## src/rtl/clock_gear_map.svh

```systemverilog
// register map, field positions, reset values and counts of the clock gear block
// Summary of operation
// - system clock from fast or slow oscillator
// - separate enable bit per oscillator
// - gear divides fast clock by 1..16
// - gear applies to the system clock only when source select is 0
// - reset: fast on, slow off, gear 100
// - warm-up length 2^8, 2^14 or 2^16
// - warm-up counts edges of started oscillator
// - bit 2 starts warm-up, reads busy
// - clock-out source: slow when 0, gear when 1
// - clock-out runs except static in stop
// - prescaler clock: gear/2 or fast/16/2
// - fast drive resets 1, never write 0
// - slow drive resets 1, 0 weakens it
// - external buffer bit forces second pin high
// - address latch pin off until enabled
// - guard blocks clock and memory-control writes
// - key 0x1F clears guard, else sets it
// - reset leaves guard cleared
`ifndef CLOCK_GEAR_MAP_SVH
`define CLOCK_GEAR_MAP_SVH
// register indexes, byte address is four times the index
`define CG_IDX_CTRL0        10'h0e0
`define CG_IDX_CTRL1        10'h0e1
`define CG_IDX_CTRL2        10'h0e2
`define CG_IDX_NOISE        10'h0e3
`define CG_IDX_KEY          10'h0e4
// clock_control_0 fields
`define CG_FAST_EN_BIT      7
`define CG_SLOW_EN_BIT      6
`define CG_WARMUP_BIT       2
`define CG_PRESC_LSB        0
// clock_control_1 fields
`define CG_SRC_SEL_BIT      3
`define CG_GEAR_LSB         0
// clock_control_2 fields
`define CG_CLKOUT_SEL_BIT   6
`define CG_WUP_LSB          4
// noise_control_register fields
`define CG_GUARD_BIT        7
`define CG_ALE_EN_BIT       5
`define CG_EXT_BUF_BIT      3
`define CG_FAST_DRV_BIT     1
`define CG_SLOW_DRV_BIT     0
// reset values
`define CG_RST_FAST_EN      1'b1
`define CG_RST_SLOW_EN      1'b0
`define CG_RST_SRC_SEL      1'b0
`define CG_RST_GEAR         3'h4
`define CG_RST_DRV          1'b1
// guard unlock key
`define CG_GUARD_KEY        8'h1f
// warm-up lengths in oscillator cycles
`define CG_WUP_SHORT        17'h0_0100
`define CG_WUP_MID          17'h0_4000
`define CG_WUP_LONG         17'h1_0000
// fixed divide code for the fast/16 prescaler source
`define CG_DIV16_CODE       3'h4
`endif

```

## src/rtl/clock_gear_pkg.sv

```systemverilog
// types shared by the clock gear block
package clock_gear_pkg;
    typedef enum logic [0:0] {
        WUP_IDLE  = 1'b0,
        WUP_COUNT = 1'b1
    } warmup_state_t;
endpackage

```

## src/rtl/clock_divider.sv

```systemverilog
// divides a sampled clock by a power of two, code changes only at a period start
`include "clock_gear_map.svh"
module clock_divider (
    // clock and reset
    input  wire logic       clk,
    input  wire logic       rst_n,
    input  wire logic       ce,
    // source edges and divide code
    input  wire logic       src_edge,
    input  wire logic [2:0] div_code,
    // divided clock
    output logic            div_clk
);
    logic [3:0] cnt_r;
    logic [3:0] cnt_nxt;
    logic [2:0] code_r;
    logic [2:0] code_nxt;
    logic       out_r;
    logic       out_nxt;

    // half period minus one in source edges, codes above 4 clamp to 16
    function automatic logic [3:0] half_len(input logic [2:0] code);
        half_len = (code >= 3'h4) ? 4'hf : 4'((5'h01 << code) - 5'h01);
    endfunction

    // count edges, toggle at half period, take new code as the output falls
    always_comb begin
        cnt_nxt  = cnt_r;
        code_nxt = code_r;
        out_nxt  = out_r;
        if (src_edge) begin
            if (cnt_r >= half_len(code_r)) begin
                cnt_nxt = 4'h0;
                out_nxt = ~out_r;
                if (out_r) begin
                    code_nxt = div_code;
                end
            end else begin
                cnt_nxt = cnt_r + 4'h1;
            end
        end
    end

    // state registers
    always_ff @(posedge clk or negedge rst_n) begin
        if (!rst_n) begin
            cnt_r  <= 4'h0;
            code_r <= `CG_RST_GEAR;
            out_r  <= 1'b0;
        end else if (ce) begin
            cnt_r  <= cnt_nxt;
            code_r <= code_nxt;
            out_r  <= out_nxt;
        end
    end

    assign div_clk = out_r;
endmodule

```

## src/rtl/clock_gear_guard.sv

```systemverilog
// system clock gear, warm-up timer, noise controls and write guard behind apb
//
// Implementation choice: register access over APB.
`include "clock_gear_map.svh"
module clock_gear_guard (
    // clock, reset, enable
    input  wire logic        clk,
    input  wire logic        rst_n,
    input  wire logic        ce,
    // apb slave
    input  wire logic        psel,
    input  wire logic        penable,
    input  wire logic        pwrite,
    input  wire logic [11:0] paddr,
    input  wire logic [31:0] pwdata,
    output logic      [31:0] prdata,
    output logic             pready,
    output logic             pslverr,
    // oscillator clocks, sampled
    input  wire logic        fast_osc_clock,
    input  wire logic        slow_osc_clock,
    // mode and pin setup
    input  wire logic        stop_mode,
    input  wire logic        clkout_pin_direction,
    input  wire logic        clkout_pin_function,
    // generated clocks
    output logic             sys_clk,
    output logic             gear_clock,
    output logic             prescaler_clock,
    output logic             clock_out_pin_o,
    output logic             clock_out_pin_oe,
    // oscillator and pin controls
    output logic             fast_osc_enable,
    output logic             slow_osc_enable,
    output logic             fast_osc_drive_strength,
    output logic             slow_osc_drive_strength,
    output logic             ext_clock_buffer_mode,
    output logic             fast_osc_x2_force_high,
    output logic             addr_latch_oe,
    output logic             write_guard_active
);
    // registers
    logic       fast_en_r, fast_en_nxt, slow_en_r, slow_en_nxt;
    logic [1:0] presc_r, presc_nxt;
    logic       src_r, src_nxt;
    logic [2:0] gear_r, gear_nxt;
    logic       cosel_r, cosel_nxt;
    logic [1:0] wup_r, wup_nxt;
    logic       ale_r, ale_nxt, ext_r, ext_nxt;
    logic       fdrv_r, fdrv_nxt, sdrv_r, sdrv_nxt;
    logic       guard_r, guard_nxt;
    // bus answer
    logic        ready_r, ready_nxt, err_r, err_nxt;
    logic [31:0] rdata_r, rdata_nxt;
    // warm-up timer
    clock_gear_pkg::warmup_state_t wstate_r, wstate_nxt;
    logic [16:0] wcnt_r, wcnt_nxt;
    // clock path
    logic fast_q_r, slow_q_r, src_cur_r, src_cur_nxt;
    logic sys_r, sys_nxt, cout_r, cout_nxt, coe_r, coe_nxt;
    logic pre_r, pre_nxt, gear_prev_r, d16_prev_r;
    logic fast_edge, slow_rise, gear_clk, div16_clk, start_wup;
    logic write_take;
    logic [9:0] idx;
    logic [7:0] wbyte;

    // warm-up length for the selected code, code 00 taken as shortest
    function automatic logic [16:0] wup_len(input logic [1:0] code);
        case (code)
            2'h2:    wup_len = `CG_WUP_MID;
            2'h3:    wup_len = `CG_WUP_LONG;
            default: wup_len = `CG_WUP_SHORT;
        endcase
    endfunction

    // guarded registers
    function automatic logic is_guarded(input logic [9:0] i);
        is_guarded = (i == `CG_IDX_CTRL0) || (i == `CG_IDX_CTRL1)
                  || (i == `CG_IDX_CTRL2) || (i == `CG_IDX_NOISE);
    endfunction

    assign idx        = paddr[11:2];
    assign wbyte      = pwdata[7:0];
    assign write_take = psel & penable & ready_r & pwrite & ~err_r;
    assign fast_edge  = fast_osc_clock ^ fast_q_r;
    assign slow_rise  = slow_osc_clock & ~slow_q_r;
    assign start_wup  = write_take && (idx == `CG_IDX_CTRL0) && !guard_r
                      && wbyte[`CG_WARMUP_BIT];

    // gear clock from the fast oscillator
    clock_divider u_gear (
        .clk      (clk),
        .rst_n    (rst_n),
        .ce       (ce),
        .src_edge (fast_edge),
        .div_code (gear_r),
        .div_clk  (gear_clk)
    );

    // fixed fast/16 source for the prescaler
    clock_divider u_div16 (
        .clk      (clk),
        .rst_n    (rst_n),
        .ce       (ce),
        .src_edge (fast_edge),
        .div_code (`CG_DIV16_CODE),
        .div_clk  (div16_clk)
    );

    // register writes and guard
    always_comb begin
        fast_en_nxt = fast_en_r;
        slow_en_nxt = slow_en_r;
        presc_nxt   = presc_r;
        src_nxt     = src_r;
        gear_nxt    = gear_r;
        cosel_nxt   = cosel_r;
        wup_nxt     = wup_r;
        ale_nxt     = ale_r;
        ext_nxt     = ext_r;
        fdrv_nxt    = fdrv_r;
        sdrv_nxt    = sdrv_r;
        guard_nxt   = guard_r;
        if (write_take) begin
            if (idx == `CG_IDX_KEY) begin
                guard_nxt = (wbyte != `CG_GUARD_KEY);
            end else if (guard_r && is_guarded(idx)) begin
                guard_nxt = guard_r;
            end else if (idx == `CG_IDX_CTRL0) begin
                fast_en_nxt = wbyte[`CG_FAST_EN_BIT];
                slow_en_nxt = wbyte[`CG_SLOW_EN_BIT];
                presc_nxt   = wbyte[`CG_PRESC_LSB +: 2];
            end else if (idx == `CG_IDX_CTRL1) begin
                src_nxt  = wbyte[`CG_SRC_SEL_BIT];
                gear_nxt = wbyte[`CG_GEAR_LSB +: 3];
            end else if (idx == `CG_IDX_CTRL2) begin
                cosel_nxt = wbyte[`CG_CLKOUT_SEL_BIT];
                wup_nxt   = wbyte[`CG_WUP_LSB +: 2];
            end else if (idx == `CG_IDX_NOISE) begin
                ale_nxt  = wbyte[`CG_ALE_EN_BIT];
                ext_nxt  = wbyte[`CG_EXT_BUF_BIT];
                fdrv_nxt = wbyte[`CG_FAST_DRV_BIT];
                sdrv_nxt = wbyte[`CG_SLOW_DRV_BIT];
            end
        end
    end

    // apb answer: ready one cycle after setup, error on unmapped index
    always_comb begin
        ready_nxt = 1'b0;
        err_nxt   = 1'b0;
        rdata_nxt = rdata_r;
        if (psel && !penable) begin
            ready_nxt = 1'b1;
            rdata_nxt = 32'h0000_0000;
            if (idx == `CG_IDX_CTRL0) begin
                rdata_nxt[`CG_FAST_EN_BIT]        = fast_en_r;
                rdata_nxt[`CG_SLOW_EN_BIT]        = slow_en_r;
                rdata_nxt[`CG_WARMUP_BIT]         = (wstate_r == clock_gear_pkg::WUP_COUNT);
                rdata_nxt[`CG_PRESC_LSB +: 2]     = presc_r;
            end else if (idx == `CG_IDX_CTRL1) begin
                rdata_nxt[`CG_SRC_SEL_BIT]        = src_r;
                rdata_nxt[`CG_GEAR_LSB +: 3]      = gear_r;
            end else if (idx == `CG_IDX_CTRL2) begin
                rdata_nxt[`CG_CLKOUT_SEL_BIT]     = cosel_r;
                rdata_nxt[`CG_WUP_LSB +: 2]       = wup_r;
            end else if (idx == `CG_IDX_NOISE) begin
                rdata_nxt[`CG_GUARD_BIT]          = guard_r;
                rdata_nxt[`CG_ALE_EN_BIT]         = ale_r;
                rdata_nxt[`CG_EXT_BUF_BIT]        = ext_r;
                rdata_nxt[`CG_FAST_DRV_BIT]       = fdrv_r;
                rdata_nxt[`CG_SLOW_DRV_BIT]       = sdrv_r;
            end else if (idx != `CG_IDX_KEY) begin
                err_nxt = 1'b1;
            end
        end
    end

    // warm-up timer counts edges of the oscillator not driving the system
    always_comb begin
        wstate_nxt = wstate_r;
        wcnt_nxt   = wcnt_r;
        case (wstate_r)
            clock_gear_pkg::WUP_IDLE: begin
                if (start_wup) begin
                    wstate_nxt = clock_gear_pkg::WUP_COUNT;
                    wcnt_nxt   = 17'h0_0000;
                end
            end
            clock_gear_pkg::WUP_COUNT: begin
                if (start_wup) begin
                    wcnt_nxt = 17'h0_0000;
                end else if (src_cur_r ? (fast_edge & fast_osc_clock) : slow_rise) begin
                    wcnt_nxt = wcnt_r + 17'h0_0001;
                    if (wcnt_nxt >= wup_len(wup_r)) begin
                        wstate_nxt = clock_gear_pkg::WUP_IDLE;
                    end
                end
            end
            default: wstate_nxt = clock_gear_pkg::WUP_IDLE;
        endcase
    end

    // clock path: source switch while gear, slow and system clock are all low
    always_comb begin
        src_cur_nxt = src_cur_r;
        if (!gear_clk && !slow_q_r && !sys_r) begin
            src_cur_nxt = src_r;
        end
        // fast source gives the gear clock halved, slow source passes through
        sys_nxt = sys_r;
        if (src_cur_r) begin
            sys_nxt = slow_q_r;
        end else if (gear_clk && !gear_prev_r) begin
            sys_nxt = ~sys_r;
        end
        cout_nxt = cout_r;
        if (!stop_mode) begin
            cout_nxt = cosel_r ? gear_clk : slow_q_r;
        end
        coe_nxt = clkout_pin_direction & clkout_pin_function;
        pre_nxt = pre_r;
        if (presc_r == 2'h0 ? (gear_clk && !gear_prev_r) : (div16_clk && !d16_prev_r)) begin
            pre_nxt = ~pre_r;
        end
    end

    // all state registers
    always_ff @(posedge clk or negedge rst_n) begin
        if (!rst_n) begin
            fast_en_r   <= `CG_RST_FAST_EN;
            slow_en_r   <= `CG_RST_SLOW_EN;
            presc_r     <= 2'h0;
            src_r       <= `CG_RST_SRC_SEL;
            gear_r      <= `CG_RST_GEAR;
            cosel_r     <= 1'b0;
            wup_r       <= 2'h0;
            ale_r       <= 1'b0;
            ext_r       <= 1'b0;
            fdrv_r      <= `CG_RST_DRV;
            sdrv_r      <= `CG_RST_DRV;
            guard_r     <= 1'b0;
            ready_r     <= 1'b0;
            err_r       <= 1'b0;
            rdata_r     <= 32'h0000_0000;
            wstate_r    <= clock_gear_pkg::WUP_IDLE;
            wcnt_r      <= 17'h0_0000;
            fast_q_r    <= 1'b0;
            slow_q_r    <= 1'b0;
            src_cur_r   <= `CG_RST_SRC_SEL;
            sys_r       <= 1'b0;
            cout_r      <= 1'b0;
            coe_r       <= 1'b0;
            pre_r       <= 1'b0;
            gear_prev_r <= 1'b0;
            d16_prev_r  <= 1'b0;
        end else if (ce) begin
            fast_en_r   <= fast_en_nxt;
            slow_en_r   <= slow_en_nxt;
            presc_r     <= presc_nxt;
            src_r       <= src_nxt;
            gear_r      <= gear_nxt;
            cosel_r     <= cosel_nxt;
            wup_r       <= wup_nxt;
            ale_r       <= ale_nxt;
            ext_r       <= ext_nxt;
            fdrv_r      <= fdrv_nxt;
            sdrv_r      <= sdrv_nxt;
            guard_r     <= guard_nxt;
            ready_r     <= ready_nxt;
            err_r       <= err_nxt;
            rdata_r     <= rdata_nxt;
            wstate_r    <= wstate_nxt;
            wcnt_r      <= wcnt_nxt;
            fast_q_r    <= fast_osc_clock;
            slow_q_r    <= slow_osc_clock;
            src_cur_r   <= src_cur_nxt;
            sys_r       <= sys_nxt;
            cout_r      <= cout_nxt;
            coe_r       <= coe_nxt;
            pre_r       <= pre_nxt;
            gear_prev_r <= gear_clk;
            d16_prev_r  <= div16_clk;
        end
    end

    // outputs, all from flip-flops
    assign prdata                  = rdata_r;
    assign pready                  = ready_r;
    assign pslverr                 = err_r;
    assign sys_clk                 = sys_r;
    assign gear_clock              = gear_clk;
    assign prescaler_clock         = pre_r;
    assign clock_out_pin_o         = cout_r;
    assign clock_out_pin_oe        = coe_r;
    assign fast_osc_enable         = fast_en_r;
    assign slow_osc_enable         = slow_en_r;
    assign fast_osc_drive_strength = fdrv_r;
    assign slow_osc_drive_strength = sdrv_r;
    assign ext_clock_buffer_mode   = ext_r;
    assign fast_osc_x2_force_high  = ext_r;
    assign addr_latch_oe           = ale_r;
    assign write_guard_active      = guard_r;
endmodule

```

## config.mk

```make
export PLATFORM = sky130hd
export DESIGN_NAME = clock_gear_guard
export DESIGN_NICKNAME = d
export VERILOG_FILES = /design/src/rtl/clock_gear_pkg.sv /design/src/rtl/clock_divider.sv /design/src/rtl/clock_gear_guard.sv
export VERILOG_INCLUDE_DIRS = /design/src /design/src/rtl
export SDC_FILE = /design/constraint.sdc
export NUM_CORES = 1
export LEC_CHECK = 0
export BUFFER_PORTS_ARGS = -buffer_cell sky130_fd_sc_hd__buf_2
export CAP_MARGIN = 15
export CORE_MARGIN = 3
export CORE_UTILIZATION = 45
export CTS_CLUSTER_DIAMETER = 200
export DETAILED_ROUTE_END_ITERATION = 8
export PLACE_DENSITY = 0.73
export SLEW_MARGIN = 0
export SYNTH_ARGS = -nofsm -noshare
export SYNTH_HDL_FRONTEND = slang
export SYNTH_HIERARCHICAL = 1
export SYNTH_SLANG_ARGS = --single-unit
```

## constraint.sdc

```tcl
create_clock -name clk -period 2.95 [get_ports clk]
set_input_delay 0.4425 -clock clk [delete_from_list [all_inputs] [get_ports clk]]
set_output_delay 0.4425 -clock clk [all_outputs]
set_load 0.01 [all_outputs]
```

==> impl_results.md <==
* Result of the run: completed
* Wire length of the first global-routing pass at 14580 um
* Clock share of power at 30.9%
* Most frequent standard cell in the layout excluding fill and tap cells: sky130_fd_sc_hd__dfrtp_1
* Largest net degree at the start of global routing at 37
* Peak supply drop at 0.3660 mV
* Fraction of the yosys area taken by sequential cells at 41.31%
* Max Freq at 372.0 MHz
* Antenna violations before repair at 0
* Kind of capture point of the worst setup path: flop
* Final HPWL DP at 6432 um
* Arrival time at the worst endpoint at 2.99 ns
* Period Utilization, post-route at 91.13%
* Largest fanout on the critical path at 8
* Fraction of power consumed by sequential logic at 46.6%
* Total track usage at 17.31%
* R2R setup slack at 0.26 ns
* HP Class: input pin to asynchronous set/reset pin
* Number of pins exceeding their max-slew limit in the final report at 0
* Fraction of synthesis flops using an asynchronous set or reset pin at 100.0%
* Final Util at 52.63%
* Worst Setup Start Kind: flop
* Cell area after synthesis at 0.004198 mm2
* Max-capacitance violation count at 0
* Mean cell area of the mapped netlist at 9.877 um2
* Post-synthesis register bit count at 69
* Area growth, synth to finish at 11.48%
* Buffers inserted by post-CTS timing repair at 0
* Total Wirelength at 8733 um
* Number of buffers inserted for hold repair after clock tree synthesis at 0
* Detailed-routing iteration count for the pre-antenna-repair pass at 4
* Area of the core at 0.008891 mm2
* Via count of the first global-routing pass at 3117
* Fraction of layout instances using a drive strength above 1 at 26.71%
* Post-CTS clock slew at the launch and capture registers of the worst setup and hold paths at 0.08 ns
* Number of top-level pins at 102
* Class of the most critical setup path: flop to flop
* Number of standard cells after synthesis at 425
* Required time at the worst-slack endpoint at 3.25 ns
* Via density at 5.557
* Internal power at 0.001764 W
* Number of enable-type register cells in the synthesized netlist at 0
* Setup skew after layout at 0.01019 ns
* Overall overflow remaining after global route at 0
* Crit Reg-Reg Startpoint: wcnt_r[0]
* Buffer levels on the longest clock path at 2
* Final RePlAce weighted congestion at 0.8269
* Total DRC errors in the routed layout at 0
* Max-slew headroom at the worst pin at 42.65%
* Setup violators final at 0
* Switch share at 32.36%
* Setup total negative slack at 0 ns
* Antenna Violating Nets Remaining at 0
* Static leakage at 2.132 nW
* Commonest cells after routing, fill and taps aside: sky130_fd_sc_hd__dfrtp_1, sky130_fd_sc_hd__nand2_1, sky130_fd_sc_hd__buf_2, sky130_fd_sc_hd__o21ai_0, sky130_fd_sc_hd__conb_1
* Synth warn at 6
* Final-stage net count at 551
* Total number of clock tree sinks at 69
* Die outline width at 102.6 um
* Total power after layout at 0.002608 W
* Routed len/inst at 14.78 um
* Primary FF master, synth: sky130_fd_sc_hd__dfrtp_1
* Net Sw Power at 0.0008440 W
* I/O Buffers at 51
* Start point of the critical path: wcnt_r[0]
* TritonCTS clock tree: done
* Antenna diode count at 0
* Post-layout min period at 2.688 ns
* Number of resized instances in the post-cts repair step at 0
* DIE HEIGHT at 102.6 um
* Power Density at 557.3 mW/mm2
* Setup repair after global routing missed its margin: no
* TritonCTS buffer count at 9
* Final Hold Viols at 0
* Die Outline Area at 0.01052 mm2
* Part of the total power dissipated in combinational logic at 22.6%
* Insertion delay of the later-clocked pin in the worst-skew pair at 0.35 ns
* Maximum level of the CTS H-tree at 3
* Initial DRC count at 174
* Number of cell rows at 34
* Clock tree root driver cell: sky130_fd_sc_hd__clkbuf_8
* Number of vias in the routed layout at 3284
* Cell variety after synth at 65
* Transition time of the tightest slew-check pin at 0.8602 ns
* Initial Util at 47.21%
==> stage by stage <==
stage                     setup slack [ns]  cells  hold WS (ns)  instance area (um2)
after floorplan                     0.6083    450        0.1469                 4292
after CTS                           0.2223    591        0.2222                 4677
after detailed placement            0.2396    575        0.4563                 4471
after global routing               0.03812    591        0.2590                 4679
final                               0.2616    591        0.2007                 4679
after global placement              0.3709    575        0.4559                 4471
==> power by group through the flow <==
stage	Clock [W]	Sequential, W	Combinational (W)
floorplan	0	0.00121	0.000460
global route	0.000866	0.00124	0.000673
finish	0.000806	0.00121	0.000588
global placement	0	0.00122	0.000568
CTS	0.000823	0.00121	0.000599
detailed placement	0	0.00123	0.000595
==> worst max-delay path, cell delays in order (launching register included) <==
cell                      delay [ns]
sky130_fd_sc_hd__dfrtp_1        0.47
sky130_fd_sc_hd__ha_1           0.30
sky130_fd_sc_hd__nand3_1        0.18
sky130_fd_sc_hd__nor2_2         0.22
sky130_fd_sc_hd__nand3_1        0.20
sky130_fd_sc_hd__nor2_1         0.17
sky130_fd_sc_hd__xor2_1         0.23
sky130_fd_sc_hd__ha_1           0.29
sky130_fd_sc_hd__a211o_1        0.30
sky130_fd_sc_hd__a31oi_1        0.15
sky130_fd_sc_hd__a21o_1         0.13
==> final timing paths <==
kind | end | cells after the start
hold reg to reg | prescaler_clock | 1
min in group clk | fast_q_r | 3
setup / recovery | wstate_r | 10
max in group asynchronous | slow_osc_drive_strength | 2
setup reg to reg | wstate_r | 10
hold / removal | wup_r[0] | 1
==> cells by family (layout without fill, tap and decap cells) <==
kind of cell | count (synthesis) | in the layout | synth area share, %
adder cells (fa/ha/maj) | 18 | 18 | 5.365
AO/OA/AOI/OAI | 93 | 93 | 15.17
AND/OR/NAND/NOR | 146 | 146 | 19.02
buffers and inverters | 53 | 86 | 7.481
other | 2 | 27 | 0.1789
XOR/XNOR | 11 | 11 | 2.295
multiplexers | 33 | 33 | 9.181
flip-flops | 69 | 69 | 41.31
==> sequential cells by signal, summed over array words and instances (netlist names), 2 cells and up <==
name / flops
presc_r: 2
wcnt_r: 17
wup_r: 2
u_gear/code_r: 3
u_div16/code_r: 3
gear_r: 3
u_gear/cnt_r: 4
u_div16/cnt_r: 4
prdata: 8
==> final cells by class <==
cell class | instances | area, um2
Sequential cell | 69 | 1734
Clock buffer | 9 | 123.9
Multi-Input combinational cell | 328 | 2246
Inverter | 14 | 52.55
Timing Repair Buffer | 56 | 305.3
Tap cell | 108 | 135.1
Fill cell | 789 | 4212
Clock inverter | 7 | 82.58
==> Yosys cell counts, types with 3 or more instances <==
cell                         n  area [um2]
sky130_fd_sc_hd__a22o_1      4       35.03
sky130_fd_sc_hd__o2bb2ai_1   3       26.28
sky130_fd_sc_hd__xnor2_1     9       78.83
sky130_fd_sc_hd__mux2_4      6       90.09
sky130_fd_sc_hd__nor2_1     17       63.81
sky130_fd_sc_hd__o21ai_0    31       155.2
sky130_fd_sc_hd__clkbuf_1    5       18.77
sky130_fd_sc_hd__mux2i_1     7       70.07
sky130_fd_sc_hd__inv_1      14       52.55
sky130_fd_sc_hd__mux2_2     20       225.2
sky130_fd_sc_hd__a31oi_1     8       50.05
sky130_fd_sc_hd__and2_1      3       18.77
sky130_fd_sc_hd__buf_4      25       187.7
sky130_fd_sc_hd__or2_2       4       25.02
sky130_fd_sc_hd__o211ai_1    3       22.52
sky130_fd_sc_hd__o31ai_1     8       60.06
sky130_fd_sc_hd__a211o_1     3       26.28
sky130_fd_sc_hd__o21ai_2     3       26.28
sky130_fd_sc_hd__nand3_1    17       85.08
sky130_fd_sc_hd__ha_1       18       225.2
sky130_fd_sc_hd__or3_1       3       18.77
sky130_fd_sc_hd__o41ai_1     4       35.03
sky130_fd_sc_hd__a21oi_1     9       45.04
sky130_fd_sc_hd__nand2_1    51       191.4
sky130_fd_sc_hd__and4_1      3       26.28
sky130_fd_sc_hd__dfstp_2     6       157.7
sky130_fd_sc_hd__o21ai_1     5       25.02
sky130_fd_sc_hd__dfrtp_1    63        1577
sky130_fd_sc_hd__buf_2       4       20.02
sky130_fd_sc_hd__nand4_1     3       18.77
sky130_fd_sc_hd__nor3_1      7       35.03
sky130_fd_sc_hd__nor2b_1     4       25.02
sky130_fd_sc_hd__nand2b_1   10       62.56
sky130_fd_sc_hd__nor4_1      3       18.77
==> routing by layer <==
metal	up-vias	global-route usage [%]	part of all wire, %
met5	-	0	0
met4	0	7.265	1.8
met3	15	3.654	5.2
met2	92	28.95	49
met1	1590	21.74	44
li1	1587	-	-
Note: power is estimated with default switching activity, not from simulation.
